$ cat src/ssspi_pkg.sv
// ssspi_pkg: constants shared by the serial spi front
// assumes a single 125 mhz system clock domain
package ssspi_pkg;
  localparam int SSSPI_WORD_BITS = 8;
  localparam int SSSPI_FIFO_DEPTH = 4;
  localparam int SSSPI_BUF_DEPTH = 2;
  localparam logic [1:0] SSSPI_MODE_SPI = 2'h2;
  localparam logic [1:0] SSSPI_MODE_RESET = 2'h0;
  localparam logic [3:0] SSSPI_RATE_RESET = 4'h0;
  localparam logic [7:0] SSSPI_DATA_RESET = 8'h00;
  localparam int SSSPI_CLK_MHZ = 125;
  localparam int SSSPI_SLAVE_MAX_MHZ = 5;
  // slave link bit time in system clocks, rounded down (shortest time)
  localparam int SSSPI_SLAVE_BIT_CYC = SSSPI_CLK_MHZ / SSSPI_SLAVE_MAX_MHZ;
  localparam int SSSPI_PIN_GPIO_SEL = 0;
  typedef enum logic [3:0] {
    SSSPI_ST_IDLE = 4'h1,
    SSSPI_ST_LEAD = 4'h2,
    SSSPI_ST_TRAIL = 4'h4,
    SSSPI_ST_DONE = 4'h8
  } ssspi_state_e;
endpackage

$ cat src/ssspi_front.sv
// ssspi_front: second serial controller, spi personality, master or slave
// assumes pin inputs already synchronous to clk_sys; rate divider counts a
// half period of (lin+1)*2^exp system clocks
//
// Function
// - only spi personality is implemented; other mode values leave it idle
// - each bit period shifts one bit out and samples one bit in together
// - dma and software share the fifos through one stream port pair
// - a data port writes transmit characters and reads received ones
// - pin outputs stay disabled unless the pin function select routes them
// - spi logic runs only while mode select equals two
// - every character is exactly eight bits
// - master generates serial clock, slave takes it from outside
// - master clock rate is programmable, fastest half the reference
// - slave sampling works for external bit rates up to five mhz
// - clock polarity and phase are set by separate bits
// - order bit picks msb first or lsb first for both directions
// - active low slave select input frames transfers in slave role only
// - master select bit picks master role, clear means slave
// - master half period is (linear+1) times two to exponent clocks
// - transmit fifo holds at most three characters, receive fifo holds four
`timescale 1ns/1ps
module ssspi_front
  import ssspi_pkg::*;
(
  // clock and reset
  input wire logic clk_sys,
  input wire logic nrst,
  // configuration
  input wire logic [1:0] serial_mode_select,
  input wire logic spi_master_select,
  input wire logic clock_polarity_bit,
  input wire logic clock_phase_bit,
  input wire logic bit_order_bit,
  input wire logic [3:0] clock_rate_linear,
  input wire logic [3:0] clock_rate_exponent,
  input wire logic pin_function_select,
  // transmit data stream (software or dma)
  input wire logic [7:0] tx_data,
  input wire logic tx_valid,
  output logic tx_ready,
  // receive data stream
  output logic [7:0] rx_data,
  output logic rx_valid,
  input wire logic rx_ready,
  // status
  output logic tx_idle,
  output logic rx_overflow,
  // pins: output enables are low while driving
  output logic serial_clock_pin_o,
  output logic serial_clock_pin_oe_n,
  input wire logic serial_clock_pin_i,
  output logic mosi_o,
  output logic mosi_oe_n,
  input wire logic mosi_i,
  output logic miso_o,
  output logic miso_oe_n,
  input wire logic miso_i,
  input wire logic slave_select_in_n
);
  import ssspi_pkg::*;

  ssspi_state_e st_ff;
  logic spi_en;
  assign spi_en = (serial_mode_select == SSSPI_MODE_SPI);

  // transmit fifo, four entries, at most three filled
  logic [7:0] txq_ff [SSSPI_FIFO_DEPTH];
  logic [1:0] txq_wr_ff, txq_rd_ff;
  logic [2:0] txq_cnt_ff;
  logic txq_pop;
  logic tx_push;
  assign tx_push = tx_valid && tx_ready;
  always_ff @(posedge clk_sys or negedge nrst) begin
    if (!nrst) begin
      txq_wr_ff <= 2'h0;
      txq_rd_ff <= 2'h0;
      txq_cnt_ff <= 3'h0;
    end else if (!spi_en) begin
      txq_wr_ff <= 2'h0;
      txq_rd_ff <= 2'h0;
      txq_cnt_ff <= 3'h0;
    end else begin
      if (tx_push) begin
        txq_ff[txq_wr_ff] <= tx_data;
        txq_wr_ff <= txq_wr_ff + 2'h1;
      end
      if (txq_pop) txq_rd_ff <= txq_rd_ff + 2'h1;
      txq_cnt_ff <= txq_cnt_ff + {2'h0, tx_push} - {2'h0, txq_pop};
    end
  end
  always_ff @(posedge clk_sys or negedge nrst) begin
    if (!nrst) begin
      tx_ready <= 1'b0;
      tx_idle <= 1'b1;
    end else begin
      tx_ready <= spi_en && (txq_cnt_ff + {2'h0, tx_push} - {2'h0, txq_pop}
                  < 3'(SSSPI_FIFO_DEPTH - 1));
      tx_idle <= (txq_cnt_ff == 3'h0) && (st_ff == SSSPI_ST_IDLE);
    end
  end

  // shift engine
  logic [7:0] sh_out_ff, sh_in_ff;
  logic [2:0] bit_ff;
  // twenty bits, just enough that 16 << 15 does not wrap to zero
  logic [19:0] div_ff;
  logic [19:0] half_cyc;
  logic sck_ff;
  logic sck_d_ff, ssn_d_ff;
  logic done_pulse;
  logic [7:0] done_byte;
  logic shift_bit;
  assign half_cyc = ({16'h0, clock_rate_linear} + 20'h1) << clock_rate_exponent;
  assign shift_bit = bit_order_bit ? sh_out_ff[0] : sh_out_ff[7];

  // slave edges: idle level equals polarity; leading edge leaves it
  logic sl_lead, sl_trail, sl_sel;
  assign sl_sel = !slave_select_in_n;
  assign sl_lead = (serial_clock_pin_i != sck_d_ff) && (serial_clock_pin_i != clock_polarity_bit);
  assign sl_trail = (serial_clock_pin_i != sck_d_ff) && (serial_clock_pin_i == clock_polarity_bit);
  // slave inputs are sampled every system clock, 25 per bit at 5 mhz
  always_ff @(posedge clk_sys or negedge nrst) begin
    if (!nrst) begin
      sck_d_ff <= 1'b0;
      ssn_d_ff <= 1'b1;
    end else begin
      sck_d_ff <= serial_clock_pin_i;
      ssn_d_ff <= slave_select_in_n;
    end
  end

  function automatic logic [7:0] ins(input logic [7:0] v, input logic b, input logic lsb);
    ins = lsb ? {b, v[7:1]} : {v[6:0], b};
  endfunction

  logic m_tick, sample_now, shift_now;
  assign m_tick = (div_ff >= half_cyc - 20'h1);
  always_comb begin
    sample_now = 1'b0;
    shift_now = 1'b0;
    if (spi_master_select) begin
      sample_now = m_tick && ((st_ff == SSSPI_ST_LEAD) != clock_phase_bit);
      shift_now = m_tick && ((st_ff == SSSPI_ST_TRAIL) != clock_phase_bit);
    end else if (sl_sel) begin
      sample_now = clock_phase_bit ? sl_trail : sl_lead;
      shift_now = clock_phase_bit ? sl_lead : sl_trail;
    end
  end
  assign txq_pop = spi_en && (st_ff == SSSPI_ST_IDLE) && (txq_cnt_ff != 3'h0)
                   && (spi_master_select || sl_sel);

  always_ff @(posedge clk_sys or negedge nrst) begin
    if (!nrst) begin
      st_ff <= SSSPI_ST_IDLE;
      sh_out_ff <= SSSPI_DATA_RESET;
      sh_in_ff <= SSSPI_DATA_RESET;
      bit_ff <= 3'h0;
      div_ff <= 20'h0;
      sck_ff <= 1'b0;
      done_pulse <= 1'b0;
      done_byte <= SSSPI_DATA_RESET;
    end else begin
      done_pulse <= 1'b0;
      if (!spi_en) begin
        st_ff <= SSSPI_ST_IDLE;
        sck_ff <= clock_polarity_bit;
        div_ff <= 20'h0;
      end else begin
        case (st_ff)
          SSSPI_ST_IDLE: begin
            sck_ff <= clock_polarity_bit;
            div_ff <= 20'h0;
            bit_ff <= 3'h0;
            if (txq_pop) begin
              sh_out_ff <= txq_ff[txq_rd_ff];
              st_ff <= SSSPI_ST_LEAD;
            end
          end
          SSSPI_ST_LEAD, SSSPI_ST_TRAIL: begin
            div_ff <= m_tick ? 20'h0 : div_ff + 20'h1;
            if (spi_master_select && m_tick) begin
              sck_ff <= !sck_ff;
            end
            if (sample_now) begin
              sh_in_ff <= ins(sh_in_ff, spi_master_select ? miso_i : mosi_i,
                              bit_order_bit);
            end
            if (shift_now && (st_ff == SSSPI_ST_TRAIL || clock_phase_bit)) begin
              if (!(clock_phase_bit && st_ff == SSSPI_ST_LEAD && bit_ff == 3'h0))
                sh_out_ff <= bit_order_bit ? {1'b0, sh_out_ff[7:1]} : {sh_out_ff[6:0], 1'b0};
            end
            // in master role the pin input echoes our own clock; ignore it
            if (spi_master_select ? m_tick : (sl_lead || sl_trail)) begin
              if (st_ff == SSSPI_ST_LEAD) st_ff <= SSSPI_ST_TRAIL;
              else if (bit_ff == 3'(SSSPI_WORD_BITS - 1)) st_ff <= SSSPI_ST_DONE;
              else begin
                st_ff <= SSSPI_ST_LEAD;
                bit_ff <= bit_ff + 3'h1;
              end
            end
            // deselect cuts the frame and wins over any edge
            if (!spi_master_select && !sl_sel) st_ff <= SSSPI_ST_IDLE;
          end
          SSSPI_ST_DONE: begin
            done_pulse <= 1'b1;
            done_byte <= sh_in_ff;
            st_ff <= SSSPI_ST_IDLE;
          end
          default: st_ff <= SSSPI_ST_IDLE;
        endcase
      end
    end
  end

  // pin drivers; enables low while driving
  always_ff @(posedge clk_sys or negedge nrst) begin
    if (!nrst) begin
      serial_clock_pin_o <= 1'b0;
      serial_clock_pin_oe_n <= 1'b1;
      mosi_o <= 1'b0;
      mosi_oe_n <= 1'b1;
      miso_o <= 1'b0;
      miso_oe_n <= 1'b1;
    end else begin
      serial_clock_pin_o <= sck_ff;
      mosi_o <= shift_bit;
      miso_o <= shift_bit;
      serial_clock_pin_oe_n <= !(spi_en && pin_function_select && spi_master_select);
      mosi_oe_n <= !(spi_en && pin_function_select && spi_master_select);
      miso_oe_n <= !(spi_en && pin_function_select && !spi_master_select && sl_sel);
    end
  end

  // receive fifo (four deep) then a two-entry skid buffer to the output port
  logic [7:0] rxq_ff [SSSPI_FIFO_DEPTH];
  logic [1:0] rxq_wr_ff, rxq_rd_ff;
  logic [2:0] rxq_cnt_ff;
  logic [7:0] ob_ff [SSSPI_BUF_DEPTH];
  logic ob_wr_ff, ob_rd_ff;
  logic [1:0] ob_cnt_ff;
  logic rxq_push, rxq_pop, ob_pop;
  assign rxq_push = done_pulse && (rxq_cnt_ff != 3'(SSSPI_FIFO_DEPTH));
  assign rxq_pop = spi_en && (rxq_cnt_ff != 3'h0) && (ob_cnt_ff != 2'(SSSPI_BUF_DEPTH));
  assign ob_pop = rx_valid && rx_ready;
  always_ff @(posedge clk_sys or negedge nrst) begin
    if (!nrst) begin
      rxq_wr_ff <= 2'h0;
      rxq_rd_ff <= 2'h0;
      rxq_cnt_ff <= 3'h0;
      rx_overflow <= 1'b0;
    end else begin
      // leaving spi mode flushes the receive path
      if (!spi_en) begin
        rxq_wr_ff <= 2'h0;
        rxq_rd_ff <= 2'h0;
        rxq_cnt_ff <= 3'h0;
      end else begin
        if (rxq_push) begin
          rxq_ff[rxq_wr_ff] <= done_byte;
          rxq_wr_ff <= rxq_wr_ff + 2'h1;
        end
        if (rxq_pop) rxq_rd_ff <= rxq_rd_ff + 2'h1;
        rxq_cnt_ff <= rxq_cnt_ff + {2'h0, rxq_push} - {2'h0, rxq_pop};
      end
      // overflow is sticky until the mode leaves spi
      if (done_pulse && !rxq_push) rx_overflow <= 1'b1;
      else if (!spi_en) rx_overflow <= 1'b0;
    end
  end
  always_ff @(posedge clk_sys or negedge nrst) begin
    if (!nrst) begin
      ob_wr_ff <= 1'b0;
      ob_rd_ff <= 1'b0;
      ob_cnt_ff <= 2'h0;
      rx_valid <= 1'b0;
      rx_data <= SSSPI_DATA_RESET;
    end else if (!spi_en) begin
      ob_wr_ff <= 1'b0;
      ob_rd_ff <= 1'b0;
      ob_cnt_ff <= 2'h0;
      rx_valid <= 1'b0;
    end else begin
      if (rxq_pop) begin
        ob_ff[ob_wr_ff] <= rxq_ff[rxq_rd_ff];
        ob_wr_ff <= !ob_wr_ff;
      end
      if (ob_pop) ob_rd_ff <= !ob_rd_ff;
      ob_cnt_ff <= ob_cnt_ff + {1'b0, rxq_pop} - {1'b0, ob_pop};
      // output registered from the next head entry
      if (ob_pop) begin
        rx_valid <= (ob_cnt_ff > 2'h1) || rxq_pop;
        rx_data <= (ob_cnt_ff > 2'h1) ? ob_ff[!ob_rd_ff] : rxq_ff[rxq_rd_ff];
      end else if (!rx_valid && rxq_pop) begin
        rx_valid <= 1'b1;
        rx_data <= rxq_ff[rxq_rd_ff];
      end
    end
  end

  // checks
  property p_idle_off;
    @(posedge clk_sys) disable iff (!nrst) !spi_en |=> st_ff == SSSPI_ST_IDLE;
  endproperty
  a_idle_off: assert property (p_idle_off) else $error("engine active outside spi mode");
  property p_pins_off;
    @(posedge clk_sys) disable iff (!nrst)
      !pin_function_select |=> serial_clock_pin_oe_n && mosi_oe_n && miso_oe_n;
  endproperty
  a_pins_off: assert property (p_pins_off) else $error("pin driven while not routed");
  property p_rx_cap;
    @(posedge clk_sys) disable iff (!nrst) rxq_cnt_ff <= 3'(SSSPI_FIFO_DEPTH);
  endproperty
  a_rx_cap: assert property (p_rx_cap) else $error("rx fifo above four");
  property p_tx_cap;
    @(posedge clk_sys) disable iff (!nrst) txq_cnt_ff <= 3'(SSSPI_FIFO_DEPTH);
  endproperty
  a_tx_cap: assert property (p_tx_cap) else $error("tx fifo above four");
  property p_ovf;
    @(posedge clk_sys) disable iff (!nrst)
      spi_en && done_pulse && rxq_cnt_ff == 3'(SSSPI_FIFO_DEPTH) |=> rx_overflow;
  endproperty
  a_ovf: assert property (p_ovf) else $error("overflow not flagged");
  property p_done_bits;
    @(posedge clk_sys) disable iff (!nrst)
      $rose(st_ff == SSSPI_ST_DONE) |-> $past(bit_ff) == 3'h7;
  endproperty
  a_done_bits: assert property (p_done_bits) else $error("word not eight bits");
  property p_slave_sel;
    @(posedge clk_sys) disable iff (!nrst)
      spi_en && !spi_master_select && slave_select_in_n
      && (st_ff == SSSPI_ST_LEAD || st_ff == SSSPI_ST_TRAIL) |=> st_ff == SSSPI_ST_IDLE;
  endproperty
  a_slave_sel: assert property (p_slave_sel) else $error("slave ran without select");
  property p_miso_role;
    @(posedge clk_sys) disable iff (!nrst) spi_master_select |=> miso_oe_n;
  endproperty
  a_miso_role: assert property (p_miso_role) else $error("master drove miso");
endmodule

$ cat config.mk
export PLATFORM = sky130hd
export DESIGN_NAME = ssspi_front
export DESIGN_NICKNAME = d
export VERILOG_FILES = /design/src/ssspi_pkg.sv /design/src/ssspi_front.sv
export SDC_FILE = /design/constraint.sdc
export NUM_CORES = 1
export LEC_CHECK = 0
export BUFFER_PORTS_ARGS = -buffer_cell sky130_fd_sc_hd__buf_2
export CORE_MARGIN = 10
export CORE_UTILIZATION = 40
export CTS_BUF_LIST = sky130_fd_sc_hd__clkbuf_8 sky130_fd_sc_hd__clkbuf_16
export DETAILED_ROUTE_END_ITERATION = 6
export GPL_ROUTABILITY_DRIVEN = 1
export PLACE_DENSITY_LB_ADDON = 0.15
export SLEW_MARGIN = 25
export SYNTH_ARGS = -nofsm -noshare
export SYNTH_HDL_FRONTEND = slang
export SYNTH_SLANG_ARGS = --single-unit
$ cat constraint.sdc
create_clock -name clk_sys -period 7.21 [get_ports clk_sys]
set_input_delay 1.8025 -clock clk_sys [delete_from_list [all_inputs] [get_ports clk_sys]]
set_output_delay 1.8025 -clock clk_sys [all_outputs]
set_load 0.1 [all_outputs]
==> summary.md <==
| Metric | Value |
|---|---|
| Final wirelength | `~19000 µm` |
| Worst-path clk slew | `0.07 ns` |
| Total negative slack | `0 ns` |
| Startpoint Class | `input pin` |
| 1st-iter DRT viols | `381` |
| Seq/Total Area, Yosys | `between 50 and 60%` |
| Final Hold Violating Endpoints | `0` |
| PortBufs | `48` |
| Drt via density | `about 5.4` |
| HP Class | `flip-flop to flip-flop` |
| Fmax | `0.166 GHz` |
| Crit share post-route | `83.5%` |
| Post-synth cell types | `69` |
| Area growth, synth to finish | `11.8%` |
| Post-synth top flop | `dfrtp_1` |
| Finished Layout Cells | `1162` |
| Initial core utilization | `41.1%` |
| RSZ-0062 raised after global routing | `false` |
| H-tree Lvls | `4` |
| CTS Buffer Depth | `2` |
| CP top delay family | `compound AO/OA/AOI/OAI gates` |
| Number of flops mapped to enable cells by yosys | `80` |
| CP arrival | `between 6 and 7 ns` |
| Layout cells sized above 1 | `15.4%` |
| M1 WL | `9860 µm` |
| Setup Fix Bufs, Post-CTS | `0` |
| Final min period | `6.02 ns` |
| # hold bufs at CTS | `0` |
| Chip height | `170 µm` |
| Max cap viols | `0` |
| CTS root buffer | `clkbuf_16` |
| Most frequent CP cell | `a21o_1` |
| Area of the core | `22000 µm²` |
| Worst slack at placement | `0.760 ns` |
| P_leak | `approximately 4.2 nW` |
| Worst-path cell chain | `buf_2 > ha_1 > xor2_1 > o2111a_1 > or3_1 > a21boi_1 > a211oi_2 > nand4b_1 > xor2_1 > ha_1 > a21o_1 > a21o_1 > a21o_1 > a41oi_1 > nand3_1 > a41o_1 > mux2_2` |
| Crit path capture type | `flip-flop` |
| Global placement routability congestion | `0.834` |
| CTS Buf Count | `17` |
| Placed Area | `9510 µm²` |
| Final Instance Area | `10100 µm²` |
| Number of diodes | `0` |
| Critical Path Fanout Max | `12` |
| Met3 wire length | `547 µm` |
| VDD IR max | `0.000154 V` |
| Initial antenna violation count | `0` |
| Synthesized area per cell | `10.8 µm²` |
| Worst path slowest cell | `a211oi_2` |
| CTS tree | `yes` |
| Largest net degree at the start of global routing | `64` |
| Die width | `roughly 170 µm` |
| Total power | `2.15 mW` |
| Synthesized area | `9050 µm²` |
| Fillers | `2051` |
| Clock latency on the worst-skew pair | `0.43 ns` |
| Final Setup Violations | `0` |
| Post-synth ARST share | `52.4%` |
| Wire length per cell | `16.8 µm` |
| IO Pins | `49` |
| Status | `finished, final reports clean` |
| CP Class | `input pin to flip-flop` |
| Synth Instances | `835` |
| Layout Nets | `about 940` |
| Initial DRT Pass Iterations | `5` |
| Die Area | `29100 µm²` |
| WHS | `between 0.4 and 0.5 ns` |
| Vias in the first global route | `6198` |
| Metal2 WL | `8880 µm` |
| DRC Markers | `0` |
| Clk sink count | `about 170` |
| Uppermost layer routed | `met4` |
| First-pass GRT wire length | `32700 µm` |
| Fin util | `46.0%` |
| #FFs+latches synth | `approximately 170` |
| Buffer and inverter count on the worst path | `1` |
| Skew final | `0.0111 ns` |
| Pins Over Slew Limit | `0` |
| Worst-Margin Slew | `0.897 ns` |
| CP max stage delay | `0.53 ns` |
| PwrDens | `about 210 nW/µm²` |
| GRT Overall Usage | `about 14%` |
| Post-DP HPWL | `14100 µm` |
| Fin worst setup slack | `roughly 1.2 ns` |
| Dpl cells | `approximately 1100` |
| Relative slew slack | `39.2%` |
| Post-Syn Nets | `between 900 and 1000` |
| PostCTS Resize Cnt | `0` |
| CP Data Required Time | `7.52 ns` |
| Core Rows | `54` |
| Routed Antenna Nets | `0` |
| Via count | `6315` |
| Reg2reg setup slack | `4.31 ns` |
| GRT overflow | `0` |
| Ys Warns | `0` |
[final cells by class]
type	count	area, µm²	share of cell area (%)
clock buffers	18	450	4.45
clock inverters	14	156	1.54
inverters	30	113	1.11
multi-input cells	599	4160	41.1
flip-flops and latches	168	4610	45.5
well taps	280	350	3.46
repair buffers	53	280	2.77
[metal layers]
| metal | GRT usage, % | vias to the layer above |
|---|---|---|
| met1 | 19.5 | 3076 |
| met5 | 0 | - |
| met2 | 21.4 | 94 |
| met4 | 4.23 | 0 |
| li1 | - | 3130 |
| met3 | 2.36 | 15 |
[worst paths after layout]
| check | startpoint | endpoint | cells after the start |
|---|---|---|---|
| setup reg to reg | rxq_cnt_ff[2] | rxq_cnt_ff[2] | 9 |
| hold / removal | rx_data[0] | rx_data[0] | 2 |
| min in group asynchronous | nrst | rx_data[6] | 1 |
| setup / recovery | clock_rate_linear[0] | sh_in_ff[6] | 17 |
| max in group asynchronous | nrst | rx_overflow | 2 |
| hold reg to reg | rx_data[0] | rx_data[0] | 2 |
[kinds of logic (layout without fill, tap and decap cells)]
| kind of cell | Yosys count | count (layout) | synth area share [%] |
|---|---|---|---|
| AND/OR/NAND/NOR | 301 | 301 | 16.3 |
| flip-flops | 168 | 168 | 50.9 |
| multiplexers | 50 | 50 | 7.96 |
| XOR/XNOR | 30 | 30 | 2.99 |
| AO/OA/AOI/OAI | 174 | 174 | 12.4 |
| adder cells (fa/ha/maj) | 44 | 44 | 6.25 |
| buffers and inverters | 68 | 115 | 3.14 |
[cells in the final DEF, fill, tap and decap left out, types with 15 or more instances in the layout]
cell,n
a21oi_1,54
a31oi_1,16
and2_1,20
buf_2,47
clkbuf_16,18
dfrtp_1,84
edfxtp_1,80
ha_1,42
inv_1,28
mux2_2,16
mux2i_1,18
mux4_2,16
nand2_1,101
nand3_1,21
nor2_1,64
nor3_1,23
o21ai_0,43
xor2_1,15
[synth_stat cells (all sizes together) (3+ instances only)]
library cell	instances	area share, %
a21oi	54	3.0
buf	11	0.77
xor2	15	1.5
mux4	16	4.0
o21ai	44	2.4
dfstp	4	1.2
and2	20	1.4
nand3	21	1.2
o211ai	10	0.83
nand2	101	4.2
and4	7	0.68
nand2b	14	0.97
and3	8	0.55
or2	5	0.35
nor4b	4	0.39
clkbuf	27	1.1
a31oi	17	1.2
xnor2	15	1.5
nand3b	3	0.25
edfxtp	80	27
mux2	16	2.0
mux2i	18	2.0
nand4	11	0.76
ha	42	5.8
a22o	4	0.39
nor2	64	2.7
dfrtp	84	23
inv	28	1.2
or3	5	0.35
a2111oi	3	0.50
nor3	23	1.3
nor2b	4	0.28
a41oi	6	0.58
nand4b	3	0.29
a211oi	4	0.44
a21o	9	0.75
a21boi	3	0.25
a22oi	3	0.25
nor4	4	0.44
[sequential cells by signal, indices dropped and copies added (netlist names), 2 cells and up]
signal      flops
rxq_rd_ff       2
rxq_wr_ff       2
done_byte       8
sh_out_ff       8
ob_ff          16
rx_data         8
rxq_cnt_ff      3
sh_in_ff        8
ob_cnt_ff       2
st_ff           4
txq_rd_ff       2
txq_wr_ff       2
div_ff         20
txq_cnt_ff      3
bit_ff          3
txq_ff         32
rxq_ff         32
[tightest hold or removal path: cells and delay by family (launching register included)]
family / cells / cell delay [ns]
AND/OR/NAND/NOR: 1 / 0.04
flip-flops: 1 / 0.34
AO/OA/AOI/OAI: 1 / 0.06
[power breakdown]
group	leakage, nW	internal, mW	switching (mW)	total [mW]
logic	1.98	0.0688	0.143	0.212
clock network	0.279	0.483	0.424	0.907
registers	1.94	1.01	0.0121	1.03
(Power assumes the default switching activity.)
